===== src/inc/bcef_consts.svh =====
`ifndef BCEF_CONSTS_SVH
`define BCEF_CONSTS_SVH

// Register offsets on the host register port
`define BCEF_ERR_FLAGS_OFS     8'h00
`define BCEF_STAT_FLAGS_OFS    8'h04

// Reset values and implemented-bit masks
`define BCEF_ERR_FLAGS_RST     32'h0000_0000
`define BCEF_STAT_FLAGS_RST    32'h0000_0000
`define BCEF_ERR_FLAGS_MASK    32'h0707_0fff
`define BCEF_STAT_FLAGS_MASK   32'h0303_8c00

// Error event flag bit positions
`define BCEF_E_SLOT_OVR_B      26
`define BCEF_E_TX_VIOL_B       25
`define BCEF_E_CH_ERR_B        24
`define BCEF_E_SLOT_OVR_A      18
`define BCEF_E_TX_VIOL_A       17
`define BCEF_E_CH_ERR_A        16
`define BCEF_E_HANDLER         11
`define BCEF_E_BAD_OB          10
`define BCEF_E_BAD_IB          9
`define BCEF_E_EMPTY_Q         8
`define BCEF_E_RXQ_OVR         7
`define BCEF_E_PARITY          6
`define BCEF_E_CMD_LOCK        5
`define BCEF_E_CLK_CORR        4
`define BCEF_E_SYNC_OVF        3
`define BCEF_E_SYNC_UNF        2
`define BCEF_E_CMD_REJ         1
`define BCEF_E_MODE_CHG        0

// Status event flag bit positions
`define BCEF_S_TEST_SYM_B      25
`define BCEF_S_WAKE_B          24
`define BCEF_S_TEST_SYM_A      17
`define BCEF_S_WAKE_A          16
`define BCEF_S_DYN_SEG         15
`define BCEF_S_OUT_DONE        11
`define BCEF_S_IN_DONE         10

// Host command codes
`define BCEF_CMD_NONE          4'h0
`define BCEF_CMD_CONFIG        4'h1
`define BCEF_CMD_READY         4'h2
`define BCEF_CMD_WAKEUP        4'h3
`define BCEF_CMD_RUN           4'h4
`define BCEF_CMD_HALT          4'h6
`define BCEF_CMD_FREEZE        4'h7

// Security field values and sync frame minimums
`define BCEF_SEC_STATIC_LOCK   2'h1
`define BCEF_MIN_SYNC_SYNCNODE 5'h01
`define BCEF_MIN_SYNC_OTHER    5'h02

`endif


===== src/inc/bcef_pkg.sv =====
package bcef_pkg;

  // Protocol state machine states, as reported by the protocol engine
  typedef enum logic [3:0] {
    PS_DEFAULT_CONFIG,
    PS_CONFIG,
    PS_READY,
    PS_WAKEUP,
    PS_STARTUP,
    PS_NORMAL_ACTIVE,
    PS_NORMAL_PASSIVE,
    PS_HALT,
    PS_MONITOR
  } bcef_proto_state_type;

endpackage


===== src/hdl/bcef_edge_det.sv =====
`timescale 1ns/1ps
`default_nettype none

module bcef_edge_det #(
  parameter int              WIDTH     = 14,
  parameter logic [13:0]     RESET_VAL = 14'h0000
) (
  input  wire logic             clk,     // Controller clock
  input  wire logic             arst_n,  // Async reset, active low
  input  wire logic [WIDTH-1:0] d,       // Levels to watch
  output logic      [WIDTH-1:0] rise     // One-cycle pulse on 0-to-1
);

  logic [WIDTH-1:0] prev_q;

  // Previous value; reset value chosen so no false edge after reset
  always_ff @(posedge clk or negedge arst_n) begin
    if (!arst_n) begin
      prev_q <= RESET_VAL[WIDTH-1:0];
    end else begin
      prev_q <= d;
    end
  end

  assign rise = d & ~prev_q;

endmodule // bcef_edge_det

`default_nettype wire


===== src/hdl/bcef_flag_bank.sv =====
`timescale 1ns/1ps
`default_nettype none

module bcef_flag_bank #(
  parameter logic [31:0] MASK  = 32'hffff_ffff,
  parameter logic [31:0] RESET = 32'h0000_0000
) (
  input  wire logic        clk,     // Controller clock
  input  wire logic        arst_n,  // Async reset, active low
  input  wire logic [31:0] set,     // Hardware event per bit
  input  wire logic [31:0] sw_clr,  // Software write-1 clear per bit
  input  wire logic [31:0] hw_clr,  // Hardware clear per bit
  output logic      [31:0] flags    // Sticky flag bits
);

  logic [31:0] flags_q;
  logic [31:0] flags_d;

  // Set beats any clear in the same cycle so no event is lost
  assign flags_d = ((flags_q & ~sw_clr & ~hw_clr) | set) & MASK;

  // Sticky storage; unimplemented bits stay zero
  always_ff @(posedge clk or negedge arst_n) begin
    if (!arst_n) begin
      flags_q <= RESET;
    end else begin
      flags_q <= flags_d;
    end
  end

  assign flags = flags_q;

endmodule // bcef_flag_bank

`default_nettype wire


===== src/hdl/bcef_event_flags.sv =====
// Operation
// - Error flags set on event, cleared by writing one (bits 7 and 6 also by hardware); reset clears all.
// - Slot-boundary crossing on channel B or A sets bit 26 or 18.
// - Failed latest transmission on channel B or A sets bit 25 or 17.
// - Rising channel status error bits set channel error flag 24 or 16.
// - Any handler failure flag rising sets handler constraint flag, bit 11.
// - Output transfer request while output buffer busy sets bit 10.
// - Outside config, key-slot buffer 0 header or FIFO buffer change sets bit 9.
// - Outside config, security field locks static or all headers; change sets bit 9.
// - Input buffer register write while host-side busy sets bit 9.
// - Queue-to-output transfer request with empty receive queue sets bit 8.
// - Receive queue overrun sets bit 7; a queue read clears it.
// - RAM parity error sets bit 6; handler parity clear clears it.
// - Command colliding with protocol state change: field zeroed, lock and reject set.
// - At cycle end, any clock correction error in that cycle sets bit 4.
// - Previous cycle sync frames above configured maximum sets bit 3.
// - Too few sync frames (one sync node, two other) sets bit 2.
// - Disallowed or locked command: field zeroed and reject flag bit 1 set.
// - Any change of the two-bit error mode sets bit 0.
// - Status flags set on event, cleared only by writing one; reset clears.
// - Status layout: 25, 24, 17, 16, 15 for symbols, wakeups, dynamic start.
// - Test symbol flags update at window end; wakeup only in listed modes.
// - Transfer done or busy reset sets status bits 11 and 10.
`timescale 1ns/1ps
`default_nettype none
`include "bcef_consts.svh"

module bcef_event_flags (
  input  wire logic                          CLK,               // Controller clock, 10 MHz
  input  wire logic                          ARST_N,            // Async reset, active low
  // Host register port
  input  wire logic [7:0]                    REG_ADDR,          // Register byte offset
  input  wire logic                          REG_WR,            // Write strobe
  input  wire logic                          REG_RD,            // Read strobe
  input  wire logic [31:0]                   REG_WDATA,         // Write data
  output logic      [31:0]                   REG_RDATA,         // Read data, one cycle later
  output logic                               REG_RVALID,        // Read data valid pulse
  // Protocol engine
  input  wire bcef_pkg::bcef_proto_state_type PROTO_STATE,      // Current protocol state
  input  wire logic                          PROTO_STATE_CHG,   // Engine-driven state change
  input  wire logic [1:0]                    ERROR_MODE,        // Protocol error mode field
  input  wire logic                          SLOT_OVERRUN_A,    // Slot boundary crossed, ch A
  input  wire logic                          SLOT_OVERRUN_B,    // Slot boundary crossed, ch B
  input  wire logic                          TX_FAIL_A,         // Latest transmission failed, A
  input  wire logic                          TX_FAIL_B,         // Latest transmission failed, B
  input  wire logic [3:0]                    CH_STATUS_A,       // Syntax/content/bound/bit, A
  input  wire logic [3:0]                    CH_STATUS_B,       // Syntax/content/bound/bit, B
  // Clock synchronisation
  input  wire logic                          CYCLE_END,         // End of communication cycle
  input  wire logic                          RATE_CORR_ERR,     // Rate correction error
  input  wire logic                          OFFS_CORR_ERR,     // Offset correction error
  input  wire logic                          CORR_LIMIT_ERR,    // Correction limit exceeded
  input  wire logic [4:0]                    SYNC_FRAME_CNT,    // Sync frames, previous cycle
  input  wire logic [3:0]                    MAX_SYNC_FRAMES,   // Configured maximum
  input  wire logic                          SYNC_NODE,         // Node sends sync frames
  // Symbols and segments
  input  wire logic                          SYMBOL_WIN_END,    // Symbol window finished
  input  wire logic                          TEST_SYMBOL_A,     // Test symbol in window, A
  input  wire logic                          TEST_SYMBOL_B,     // Test symbol in window, B
  input  wire logic                          WAKE_PATTERN_A,    // Wakeup pattern received, A
  input  wire logic                          WAKE_PATTERN_B,    // Wakeup pattern received, B
  input  wire logic                          DYN_SEG_START,     // Dynamic segment started
  // Message handler and buffers
  input  wire logic [3:0]                    HANDLER_FAILURE,   // Handler failure flags
  input  wire logic                          RAM_PARITY_ERR,    // Parity error on RAM read
  input  wire logic                          HANDLER_PAR_CLR,   // Handler parity flag cleared
  input  wire logic                          RXQ_OVERRUN,       // Receive queue overrun
  input  wire logic                          RXQ_READ,          // Receive queue read
  input  wire logic                          RXQ_EMPTY,         // Receive queue empty
  input  wire logic                          OB_XFER_REQ,       // Host RAM-to-output request
  input  wire logic                          OB_FROM_QUEUE,     // Request targets receive queue
  input  wire logic                          OUT_BUFFER_BUSY,   // Output buffer busy
  input  wire logic                          OB_XFER_DONE,      // RAM-to-output transfer done
  input  wire logic                          IB_XFER_REQ,       // Host input-to-RAM request
  input  wire logic [6:0]                    IB_BUF_NUM,        // Target message buffer
  input  wire logic                          IB_CHG_HEADER,     // Request changes header
  input  wire logic                          IB_CHG_DATA,       // Request changes data
  input  wire logic                          IB_TARGET_QUEUE,   // Target is in receive queue
  input  wire logic                          IB_REG_WRITE,      // Host writes input buffer reg
  input  wire logic                          IN_BUFFER_HOST_BUSY, // Host-side input busy
  input  wire logic                          IN_BUFFER_BUSY,    // Transfer-side input busy
  input  wire logic                          IB_XFER_DONE,      // Input-to-RAM transfer done
  input  wire logic                          BUF0_KEY_SLOT,     // Buffer 0 sends key slots
  input  wire logic [1:0]                    BUFFER_SECURITY,   // Security field
  input  wire logic [7:0]                    FIRST_DYNAMIC_BUF, // First dynamic buffer
  // Host command interface
  input  wire logic                          CMD_WRITE,         // Host writes command field
  input  wire logic [3:0]                    CMD_DATA,          // Command written
  input  wire logic                          CMD_TAKEN,         // Engine consumed command
  output logic      [3:0]                    HOST_COMMAND,      // Command field
  output logic                               CMD_ISSUE,         // Accepted command pulse
  // Flag views
  output logic      [31:0]                   ERROR_EVENT_FLAGS, // Error flags
  output logic      [31:0]                   STATUS_EVENT_FLAGS // Status flags
);

  // Configuration states block the input buffer content checks
  function automatic logic in_config(input bcef_pkg::bcef_proto_state_type st);
    in_config = (st == bcef_pkg::PS_CONFIG) || (st == bcef_pkg::PS_DEFAULT_CONFIG);
  endfunction

  // Which commands each protocol state accepts
  function automatic logic cmd_allowed(input logic [3:0] cmd,
                                       input bcef_pkg::bcef_proto_state_type st);
    logic ok;
    ok = 1'b0;
    case (st)
      bcef_pkg::PS_DEFAULT_CONFIG: ok = (cmd == `BCEF_CMD_CONFIG);
      bcef_pkg::PS_CONFIG:         ok = (cmd == `BCEF_CMD_READY);
      bcef_pkg::PS_READY:          ok = (cmd == `BCEF_CMD_CONFIG) || (cmd == `BCEF_CMD_WAKEUP) ||
                                        (cmd == `BCEF_CMD_RUN);
      bcef_pkg::PS_HALT:           ok = (cmd == `BCEF_CMD_CONFIG);
      default:                     ok = (cmd == `BCEF_CMD_HALT) || (cmd == `BCEF_CMD_FREEZE) ||
                                        (cmd == `BCEF_CMD_READY);
    endcase
    if (cmd == `BCEF_CMD_FREEZE) begin
      ok = 1'b1;
    end
    cmd_allowed = ok;
  endfunction

  // Header or data change through the input buffer that security forbids
  function automatic logic ib_forbidden(input logic [6:0] num,
                                        input logic       hdr,
                                        input logic       dat,
                                        input logic       in_q,
                                        input logic       key0,
                                        input logic [1:0] sec,
                                        input logic [7:0] fdb);
    logic bad;
    bad = 1'b0;
    if (in_q && (hdr || dat)) begin
      bad = 1'b1;
    end
    if (hdr && !in_q) begin
      if (key0 && (num == 7'h00)) begin
        bad = 1'b1;
      end
      if ((sec == `BCEF_SEC_STATIC_LOCK) && ({1'b0, num} < fdb)) begin
        bad = 1'b1;
      end
      if (sec[1]) begin
        bad = 1'b1;
      end
    end
    ib_forbidden = bad;
  endfunction

  logic [31:0] err_flags;
  logic [31:0] stat_flags;
  logic [31:0] err_set;
  logic [31:0] stat_set;
  logic [31:0] err_sw_clr;
  logic [31:0] stat_sw_clr;
  logic [31:0] err_hw_clr;
  logic [13:0] edges;
  logic [1:0]  mode_q;
  logic [2:0]  corr_err_q;
  logic [3:0]  cmd_q;
  logic        issue_q;
  logic [31:0] rdata_q;
  logic        rvalid_q;
  logic        cmd_reject;
  logic        cmd_collide;
  logic        ib_bad;
  logic        cycle_corr_bad;
  logic        wake_mode;
  logic [4:0]  min_sync;

  // Rising edges of channel status, handler failures, and busy releases
  bcef_edge_det #(
    .WIDTH     (14),
    .RESET_VAL (14'h3000)
  ) u_edges (
    .clk    (CLK),
    .arst_n (ARST_N),
    .d      ({~OUT_BUFFER_BUSY, ~IN_BUFFER_BUSY, HANDLER_FAILURE, CH_STATUS_B, CH_STATUS_A}),
    .rise   (edges)
  );

  // Error mode history for change detection
  always_ff @(posedge CLK or negedge ARST_N) begin
    if (!ARST_N) begin
      mode_q <= 2'h0;
    end else begin
      mode_q <= ERROR_MODE;
    end
  end

  // Clock correction errors accumulated over the running cycle
  always_ff @(posedge CLK or negedge ARST_N) begin
    if (!ARST_N) begin
      corr_err_q <= 3'h0;
    end else if (CYCLE_END) begin
      corr_err_q <= 3'h0;
    end else begin
      corr_err_q <= corr_err_q | {CORR_LIMIT_ERR, OFFS_CORR_ERR, RATE_CORR_ERR};
    end
  end

  // Errors arriving on the cycle-end edge still count for that cycle
  assign cycle_corr_bad = CYCLE_END &&
                          ((|corr_err_q) || RATE_CORR_ERR || OFFS_CORR_ERR || CORR_LIMIT_ERR);

  // Sync node needs one sync frame, others need two
  assign min_sync = SYNC_NODE ? `BCEF_MIN_SYNC_SYNCNODE : `BCEF_MIN_SYNC_OTHER;

  // Command checks; a locked command interface rejects every write
  assign cmd_reject  = CMD_WRITE &&
                       (err_flags[`BCEF_E_CMD_LOCK] || !cmd_allowed(CMD_DATA, PROTO_STATE));
  assign cmd_collide = CMD_WRITE && !cmd_reject && PROTO_STATE_CHG;

  // Illegal input buffer use, either by content or by timing
  assign ib_bad = (IB_XFER_REQ && !in_config(PROTO_STATE) &&
                   ib_forbidden(IB_BUF_NUM, IB_CHG_HEADER, IB_CHG_DATA, IB_TARGET_QUEUE,
                                BUF0_KEY_SLOT, BUFFER_SECURITY, FIRST_DYNAMIC_BUF))
                || (IB_REG_WRITE && IN_BUFFER_HOST_BUSY);

  // Wakeup patterns only count in these listed modes
  assign wake_mode = (PROTO_STATE == bcef_pkg::PS_WAKEUP)  ||
                     (PROTO_STATE == bcef_pkg::PS_READY)   ||
                     (PROTO_STATE == bcef_pkg::PS_STARTUP) ||
                     (PROTO_STATE == bcef_pkg::PS_MONITOR);

  // Error event set vector
  always_comb begin
    err_set = 32'h0000_0000;
    err_set[`BCEF_E_SLOT_OVR_B] = SLOT_OVERRUN_B;
    err_set[`BCEF_E_SLOT_OVR_A] = SLOT_OVERRUN_A;
    err_set[`BCEF_E_TX_VIOL_B]  = TX_FAIL_B;
    err_set[`BCEF_E_TX_VIOL_A]  = TX_FAIL_A;
    err_set[`BCEF_E_CH_ERR_B]   = |edges[7:4];
    err_set[`BCEF_E_CH_ERR_A]   = |edges[3:0];
    err_set[`BCEF_E_HANDLER]    = |edges[11:8];
    err_set[`BCEF_E_BAD_OB]     = OB_XFER_REQ && OUT_BUFFER_BUSY;
    err_set[`BCEF_E_BAD_IB]     = ib_bad;
    err_set[`BCEF_E_EMPTY_Q]    = OB_XFER_REQ && OB_FROM_QUEUE && RXQ_EMPTY;
    err_set[`BCEF_E_RXQ_OVR]    = RXQ_OVERRUN;
    err_set[`BCEF_E_PARITY]     = RAM_PARITY_ERR;
    err_set[`BCEF_E_CMD_LOCK]   = cmd_collide;
    err_set[`BCEF_E_CLK_CORR]   = cycle_corr_bad;
    err_set[`BCEF_E_SYNC_OVF]   = CYCLE_END &&
                                  (SYNC_FRAME_CNT > {1'b0, MAX_SYNC_FRAMES});
    err_set[`BCEF_E_SYNC_UNF]   = CYCLE_END && (SYNC_FRAME_CNT < min_sync);
    err_set[`BCEF_E_CMD_REJ]    = cmd_reject || cmd_collide;
    err_set[`BCEF_E_MODE_CHG]   = (ERROR_MODE != mode_q);
  end

  // Hardware clears: queue read and handler parity clear
  always_comb begin
    err_hw_clr = 32'h0000_0000;
    err_hw_clr[`BCEF_E_RXQ_OVR] = RXQ_READ;
    err_hw_clr[`BCEF_E_PARITY]  = HANDLER_PAR_CLR;
  end

  // Status event set vector
  always_comb begin
    stat_set = 32'h0000_0000;
    stat_set[`BCEF_S_TEST_SYM_B] = SYMBOL_WIN_END && TEST_SYMBOL_B;
    stat_set[`BCEF_S_TEST_SYM_A] = SYMBOL_WIN_END && TEST_SYMBOL_A;
    stat_set[`BCEF_S_WAKE_B]     = WAKE_PATTERN_B && wake_mode;
    stat_set[`BCEF_S_WAKE_A]     = WAKE_PATTERN_A && wake_mode;
    stat_set[`BCEF_S_DYN_SEG]    = DYN_SEG_START;
    stat_set[`BCEF_S_OUT_DONE]   = OB_XFER_DONE || edges[13];
    stat_set[`BCEF_S_IN_DONE]    = IB_XFER_DONE || edges[12];
  end

  // Write-one-to-clear decode; writing zero leaves a bit alone
  assign err_sw_clr  = (REG_WR && (REG_ADDR == `BCEF_ERR_FLAGS_OFS))  ? REG_WDATA
                                                                      : 32'h0000_0000;
  assign stat_sw_clr = (REG_WR && (REG_ADDR == `BCEF_STAT_FLAGS_OFS)) ? REG_WDATA
                                                                      : 32'h0000_0000;

  // Error flags; set has priority over both clears
  bcef_flag_bank #(
    .MASK  (`BCEF_ERR_FLAGS_MASK),
    .RESET (`BCEF_ERR_FLAGS_RST)
  ) u_err_flags (
    .clk    (CLK),
    .arst_n (ARST_N),
    .set    (err_set),
    .sw_clr (err_sw_clr),
    .hw_clr (err_hw_clr),
    .flags  (err_flags)
  );

  // Status flags; no hardware clear source
  bcef_flag_bank #(
    .MASK  (`BCEF_STAT_FLAGS_MASK),
    .RESET (`BCEF_STAT_FLAGS_RST)
  ) u_stat_flags (
    .clk    (CLK),
    .arst_n (ARST_N),
    .set    (stat_set),
    .sw_clr (stat_sw_clr),
    .hw_clr (32'h0000_0000),
    .flags  (stat_flags)
  );

  // Command field: rejected or colliding commands leave it at zero
  always_ff @(posedge CLK or negedge ARST_N) begin
    if (!ARST_N) begin
      cmd_q <= `BCEF_CMD_NONE;
    end else if (cmd_reject || cmd_collide) begin
      cmd_q <= `BCEF_CMD_NONE;
    end else if (CMD_WRITE) begin
      cmd_q <= CMD_DATA;
    end else if (CMD_TAKEN) begin
      cmd_q <= `BCEF_CMD_NONE;
    end
  end

  // Accepted command handed to the protocol engine
  always_ff @(posedge CLK or negedge ARST_N) begin
    if (!ARST_N) begin
      issue_q <= 1'b0;
    end else begin
      issue_q <= CMD_WRITE && !cmd_reject && !cmd_collide;
    end
  end

  // Registered read port; unmapped offsets read as zero
  always_ff @(posedge CLK or negedge ARST_N) begin
    if (!ARST_N) begin
      rdata_q  <= 32'h0000_0000;
      rvalid_q <= 1'b0;
    end else begin
      rvalid_q <= REG_RD;
      if (REG_RD) begin
        case (REG_ADDR)
          `BCEF_ERR_FLAGS_OFS:  rdata_q <= err_flags;
          `BCEF_STAT_FLAGS_OFS: rdata_q <= stat_flags;
          default:              rdata_q <= 32'h0000_0000;
        endcase
      end
    end
  end

  assign REG_RDATA          = rdata_q;
  assign REG_RVALID         = rvalid_q;
  assign HOST_COMMAND       = cmd_q;
  assign CMD_ISSUE          = issue_q;
  assign ERROR_EVENT_FLAGS  = err_flags;
  assign STATUS_EVENT_FLAGS = stat_flags;

endmodule // bcef_event_flags

`default_nettype wire


===== config.mk =====
export PLATFORM = sky130hd
export DESIGN_NAME = bcef_event_flags
export DESIGN_NICKNAME = d
export VERILOG_FILES = /design/src/inc/bcef_pkg.sv /design/src/hdl/bcef_edge_det.sv /design/src/hdl/bcef_flag_bank.sv /design/src/hdl/bcef_event_flags.sv
export VERILOG_INCLUDE_DIRS = /design/src /design/src/inc
export SDC_FILE = /design/constraint.sdc
export NUM_CORES = 1
export LEC_CHECK = 0
export BUFFER_PORTS_ARGS = -buffer_cell sky130_fd_sc_hd__buf_2
export CAP_MARGIN = 0
export CORE_UTILIZATION = 46
export CTS_CLUSTER_DIAMETER = 200
export DETAILED_ROUTE_END_ITERATION = 8
export PLACE_DENSITY_LB_ADDON = 0.3
export SETUP_SLACK_MARGIN = 0.05
export SYNTH_ARGS = -nofsm -noshare
export SYNTH_HDL_FRONTEND = slang
export SYNTH_SLANG_ARGS = --single-unit

===== constraint.sdc =====
create_clock -name CLK -period 1.7 [get_ports CLK]
set_clock_uncertainty 0.2 [all_clocks]
set_input_delay 0.34 -clock CLK [delete_from_list [all_inputs] [get_ports CLK]]
set_output_delay 0.34 -clock CLK [all_outputs]
set_load 0.03 [all_outputs]

# Word level (Yosys, flattened, before mapping)
# Index checks and enable logic that the tools add are counted.
classes:
  order_cmp: 3
  eq_ne: 15
  muxes: 15
  bitwise_logic: 13
  n_reduce_logical: 54
op_table:
  columns: ["operator", "n"]
  rows:
  - ["27-bit bitwise AND", 2]
  - ["27-bit one-hot mux with 2 select lines", 1]
  - ["27-bit two-way mux", 1]
  - ["27-bit NOT", 1]
  - ["8-bit NOT with 27-bit output", 1]
  - ["27-bit bitwise OR", 1]
  - ["26-bit bitwise AND", 1]
  - ["26-bit two-way mux", 1]
  - ["26-bit NOT", 1]
  - ["26-bit bitwise OR", 1]
  - ["1-bit logical AND", 23]
  - ["4-bit by 3-bit == test with 1-bit output, second input constant", 5]
  - ["1-bit logical OR", 17]
  - ["4-bit by 2-bit == test with 1-bit output, second input constant", 4]
  - ["14-bit bitwise AND", 1]
  - ["14-bit NOT", 1]
  - ["4-bit two-way mux", 3]
  - ["4-bit OR reduction", 3]
  - ["4-bit by 1-bit == test with 1-bit output, second input constant", 2]
  - ["8-bit by 3-bit == test with 1-bit output, second input constant", 1]
  - ["8-bit logical NOT", 1]
  - ["7-bit by 8-bit < comparator with 1-bit output", 1]
  - ["7-bit logical NOT", 1]
  - ["1-bit two-way mux", 6]
  - ["other kinds (15)", 20]
word_totals:
  register_bits: 82
  input_bits: 128
  output_inout_bits: 102
  wordCells: 109

# Longest topological paths before layout
logic_depth:
  word_depth: 13
  depth_mapped: 7
  depth_no_buf: 7

# Hierarchy
# A second synthesis with hierarchy kept.
hier_totals:
  cells_unflattened: 476
  hier_area_um2: 4678.2
by_module_without_submodules:
  columns: ["mod", "instances", "cells_per_inst", "area_each_um2", "seq_area_each_um2"]
  rows:
  - ["bcef_event_flags", 1, 332, 2925.3, 1076.0]
  - ["bcef_flag_bank (u_err_flags)", 1, 69, 762.0, 450.4]
  - ["bcef_edge_det", 1, 28, 545.5, 352.8]
  - ["bcef_flag_bank (u_stat_flags)", 1, 47, 445.4, 175.2]

# Worst setup path before layout
# OpenSTA, ideal clock, no wires.
synth_timing:
  path_type: "input to register"
  startpoint: "in REG_ADDR[6]"
  endpoint: "reg u_err_flags.flags_q[2], in the netlist u_err_flags.flags[2]"
  setup_time_ns: 0.122
  arrival_ns: 1.455
  required_time_ns: 1.378
  setup_slack_ns: -0.077
  stages: 6
  path_buffers: 1
  path_cell_list: "nor4_4 nand2_2 nor3b_4 buf_6 nand2_1 a32o_1"
synth_between:
  elab_chain_cells: 7
synth_rtl:
  columns: ["element", "line", "rtl"]
  rows:
  - ["start, declared", "bcef_event_flags.sv:32", "input wire logic [7:0] REG_ADDR,"]
  - ["8-bit logical NOT", null, null]
  - ["1-bit logical AND", "bcef_event_flags.sv:269", "assign err_sw_clr = (REG_WR && (REG_ADDR == `BCEF_ERR_FLAGS_OFS)) ? REG_WDATA"]
  - ["27-bit two-way mux", "bcef_event_flags.sv:269", null]
  - ["27-bit NOT", "bcef_flag_bank.sv:20", "assign flags_d = ((flags_q & ~sw_clr & ~hw_clr) | set) & MASK;"]
  - ["27-bit bitwise AND (2 in series)", "bcef_flag_bank.sv:20", null]
  - ["27-bit bitwise OR", "bcef_flag_bank.sv:20", null]
  - ["named net u_err_flags.flags_d[2]", "bcef_flag_bank.sv:17", "logic [31:0] flags_d;"]
  - ["end signal, assigned", "bcef_flag_bank.sv:27", "flags_q <= flags_d;"]
  - ["end, declared", "bcef_flag_bank.sv:16", "logic [31:0] flags_q;"]
# The timed path passes the listed nets, and every way through them passes these cells.
# A chain may end at the register's enable or synchronous reset.

# Worst setup path after layout
layout_timing:
  startpoint: "in REG_ADDR[0]"
  endpoint: "reg u_err_flags.flags_q[24], in the netlist u_err_flags.flags[24]"
# The elaborated chain is that of the path after synthesis.

==> summary.txt <==
Route
  • Vias per inst: between 4 and 5
  • Drt initial violations: 64
  • Routed Antenna Nets: 0
  • Vias: 3,166
  • Post-DR wirelength/cell: 13.4 um
  • # DRC: 0
  • Routed wire length: slightly below 9 mm
  • Initial DRT Pass Iterations: 4

Layout
  • Area Growth Syn to Fin: 38.2%
  • Fin area: 4870 sq um
  • Diode count: 0
  • Non-Filler Instances: between 600 and 700
  • Fillers: just under 600
  • Share of layout cells above drive strength 1: between 30% and 40%
  • NumNets Final: between 700 and 800

Critical path
  • R2r startpoint: u_err_flags.flags[5]$_DFF_PN0_
  • Required time worst endpoint: 1.72 ns
  • Reg2Reg Depth: 3
  • Slowest CP cell: nor4_4
  • RR Endpoint: u_err_flags.flags[1]$_DFF_PN0_
  • Worst R2R Setup Slack: roughly 0.46 ns
  • Worst setup path category: in2reg
  • CP Max Fanout: 18
  • Worst Path Arrival: roughly 1.7 ns
  • Worst stage delay on the critical path: 0.38 ns
  • Crit start category: primary input
  • Crit-path cells: buf_2 -> nor4_4 -> nand2_2 -> nor3b_4 -> buf_12 -> nand2_1 -> a211o_1
  • CP Capture Type: flip-flop

Min path
  • Cell count of the worst hold path: 3
  • Min-Delay Endpoint: corr_err_q[0]$_DFF_PN0_
  • Hold Path Class: in2reg
  • Min-delay src: RATE_CORR_ERR

Logic synthesis
  • Number of flops mapped to enable cells by yosys: 0
  • Leading area contributor after synthesis: dfrtp_1
  • Share of the synthesized area in the top cell type: 47.6%
  • Synth Area in Compound Gates: 16.2%
  • Post-Synth XOR/XNOR Area: 0.497%
  • Sequential area share after synthesis: 49.1%
  • Mapped Cells: between 300 and 400
  • Flops & latches, synth: 69
  • Distinct cells, synth: 46
  • Mux share of post-synthesis cell area: 0.284%
  • Ys flop type: dfrtp_1
  • Adder and majority cell fraction of the synthesized area: just under 4%
  • Largest family of logic cells by synthesized area: buffers and inverters
  • Yosys warning count: 0
  • Synth Area per Inst: around 10 sq um
  • Most numerous cell in the Yosys netlist: dfrtp_1
  • Simple-gate area share of the yosys netlist: a little over an eighth
  • Mapped Area: approximately 3500 sq um
  • Synth area leaders: dfrtp_1 48%, buf_4 11%, inv_1 4.4%, ha_1 3.9%, nand3_1 3.0%
  • Async set-reset flop share out of synthesis: 100%
  • Synth top cells by count: 67 x dfrtp_1, 52 x buf_4, 41 x inv_1

Die
  • Chip height: 89.5 um
  • Die width: roughly 90 um
  • Row Count: 31
  • Die Area: about 8000 sq um
  • # IOs: 230
  • Starting Density: 48.1%
  • Core ar.: approximately 7300 sq um

Clock tree
  • Root buffer cell: clkbuf_8
  • Worst-case clock buffer depth: 2
  • CTS tree: done
  • Skew-Pair Late Insertion Delay: between 0.3 and 0.4 ns
  • Reg clk slew, reported paths: ~0.080 ns
  • Sink Count: between 60 and 70
  • Clock buffer count from CTS: 9
  • H-tree depth: 3

Placed design
  • Port bufs: 164
  • Post-Place Cell Area: around 4400 sq um
  • HPWL after detailed placement: 6.10 mm
  • Placed insts: 625
  • Final GP Congestion: roughly 0.8
  • Post-placement setup slack: -0.189 ns

Global route
  • Largest net degree at the start of global routing: 70
  • Overflow after GRT: 0
  • Antenna violations before repair: 0
  • Met1 track demand over resource: between 20 and 30%
  • GRT Max-Usage Layer: met2
  • M2 GR Usage: 39.4%
  • First-pass GRT wire length: between 10 and 15 mm
  • M3 GR Usage: 4.71%
  • Vias in the first global route: 3,100
  • Tot GR Track Use: 22.9%

Timing
  • Final setup viols: 1
  • FMAX: ~580 MHz
  • Final min period: approximately 1.7 ns
  • Fin. max-slew vios: 0
  • Worst hold margin: approximately 0.031 ns
  • RSZ-0062 raised after global routing: true
  • Fin. Hold Viols: 0
  • Final period utilization: 101%
  • Final Worst Setup Slack: -0.0192 ns

Outcome
  • Run status: finished with violations
  • Failing checks: setup timing

Pwr
  • Power Total: approximately 3700 uW
  • Leak pwr: 0.00245 uW
  • Max IR drop VDD: slightly below 800 uV
  • Pwr/cell area: between 700 and 800 nW/um^2

Job
  • Max_cap viols: 0
## repair_timing
| action | CTS | global route |
|---|---|---|
| endpoints found under the hold margin | 92 | 0 |
| setup endpoints to repair | 0 | 9 |
| gates resized for setup | 0 | 1 |
| hold buffers | 26 | 0 |
| setup buffers | 0 | 0 |
## power breakdown
part           internal (uW)  switching, uW  total [uW]
sequential              1690           23.4        1710
clock                    675            613        1290
combinational            247            417         663
## layout make-up
| class | count | area, sq um | share of cell area [%] |
|---|---|---|---|
| clock buffers | 10 | 128 | 2.62 |
| clock inverters | 6 | 63.8 | 1.31 |
| inverters | 41 | 154 | 3.16 |
| multi-input cells | 235 | 1410 | 29.0 |
| flip-flops and latches | 69 | 1730 | 35.5 |
| well taps | 99 | 124 | 2.54 |
| repair buffers | 207 | 1260 | 25.8 |
## worst max path at each step
| stage | startpoint | end | cells past startpoint |
|---|---|---|---|
| after CTS | REG_ADDR[0] | u_err_flags.flags[24]$_DFF_PN0_ | 7 |
| after floorplan | REG_ADDR[0] | u_err_flags.flags[2]$_DFF_PN0_ | 6 |
| after global placement | REG_ADDR[0] | u_err_flags.flags[16]$_DFF_PN0_ | 7 |
| after global routing | REG_ADDR[0] | u_err_flags.flags[24]$_DFF_PN0_ | 7 |
| after detailed placement | REG_ADDR[0] | u_err_flags.flags[0]$_DFF_PN0_ | 7 |
| final | REG_ADDR[0] | u_err_flags.flags[24]$_DFF_PN0_ | 7 |
## cells in the final DEF, fill, tap and decap left out, types with 6 or more instances in the layout
cell / count
buf_2: 164
inv_1: 41
nand3_1: 21
dlygate4sd3_1: 26
buf_4: 13
a22o_1: 10
a22oi_1: 6
nor2_1: 21
dfrtp_1: 67
clkbuf_8: 9
a21oi_1: 10
o22ai_1: 7
conb_1: 52
o21ai_0: 19
nand2_1: 17
a21o_1: 7
a211o_1: 7
ha_1: 11
## flip-flops by register name, indices dropped and copies added (netlist names)
signal              count
u_stat_flags.flags      7
REG_RVALID              1
u_err_flags.flags      18
HOST_COMMAND            4
mode_q                  2
REG_RDATA              19
corr_err_q              3
u_edges.prev_q         14
CMD_ISSUE               1
## kinds of logic (layout without fill, tap and decap cells)
family,count (synthesis),after routing
xor+xnor,2,2
compound gates,80,80
simple gates,89,89
fa+ha+maj,11,11
flops,69,69
other cells,1,52
mux,1,1
buf+inv,101,264
## per-stage QoR
stage	util, %	setup TNS, ns
3_3_place_gp	60.2	-3.27
4_1_cts	66.4	0
2_1_floorplan	-	-0.224
3_5_place_dp	60.2	-3.99
6_report	66.4	-0.0192
5_1_grt	66.4	-0.135
## per-layer routing
| metal | wire [um] | up-vias | share of wire (%) |
|---|---|---|---|
| li1 | - | 1532 | - |
| met1 | 3690 | 1475 | 41 |
| met2 | 4420 | 136 | 50 |
| met3 | 550 | 23 | 6.2 |
| met4 | 259 | 0 | 2.9 |
| met5 | 0 | - | 0 |
## worst max-delay path, delay by kind of cell
kind | cells | cell delay [ns]
buf+inv | 2 | 0.32
compound gates | 1 | 0.27
simple gates | 4 | 0.81
No activity file was read; power rests on OpenSTA's default activity.
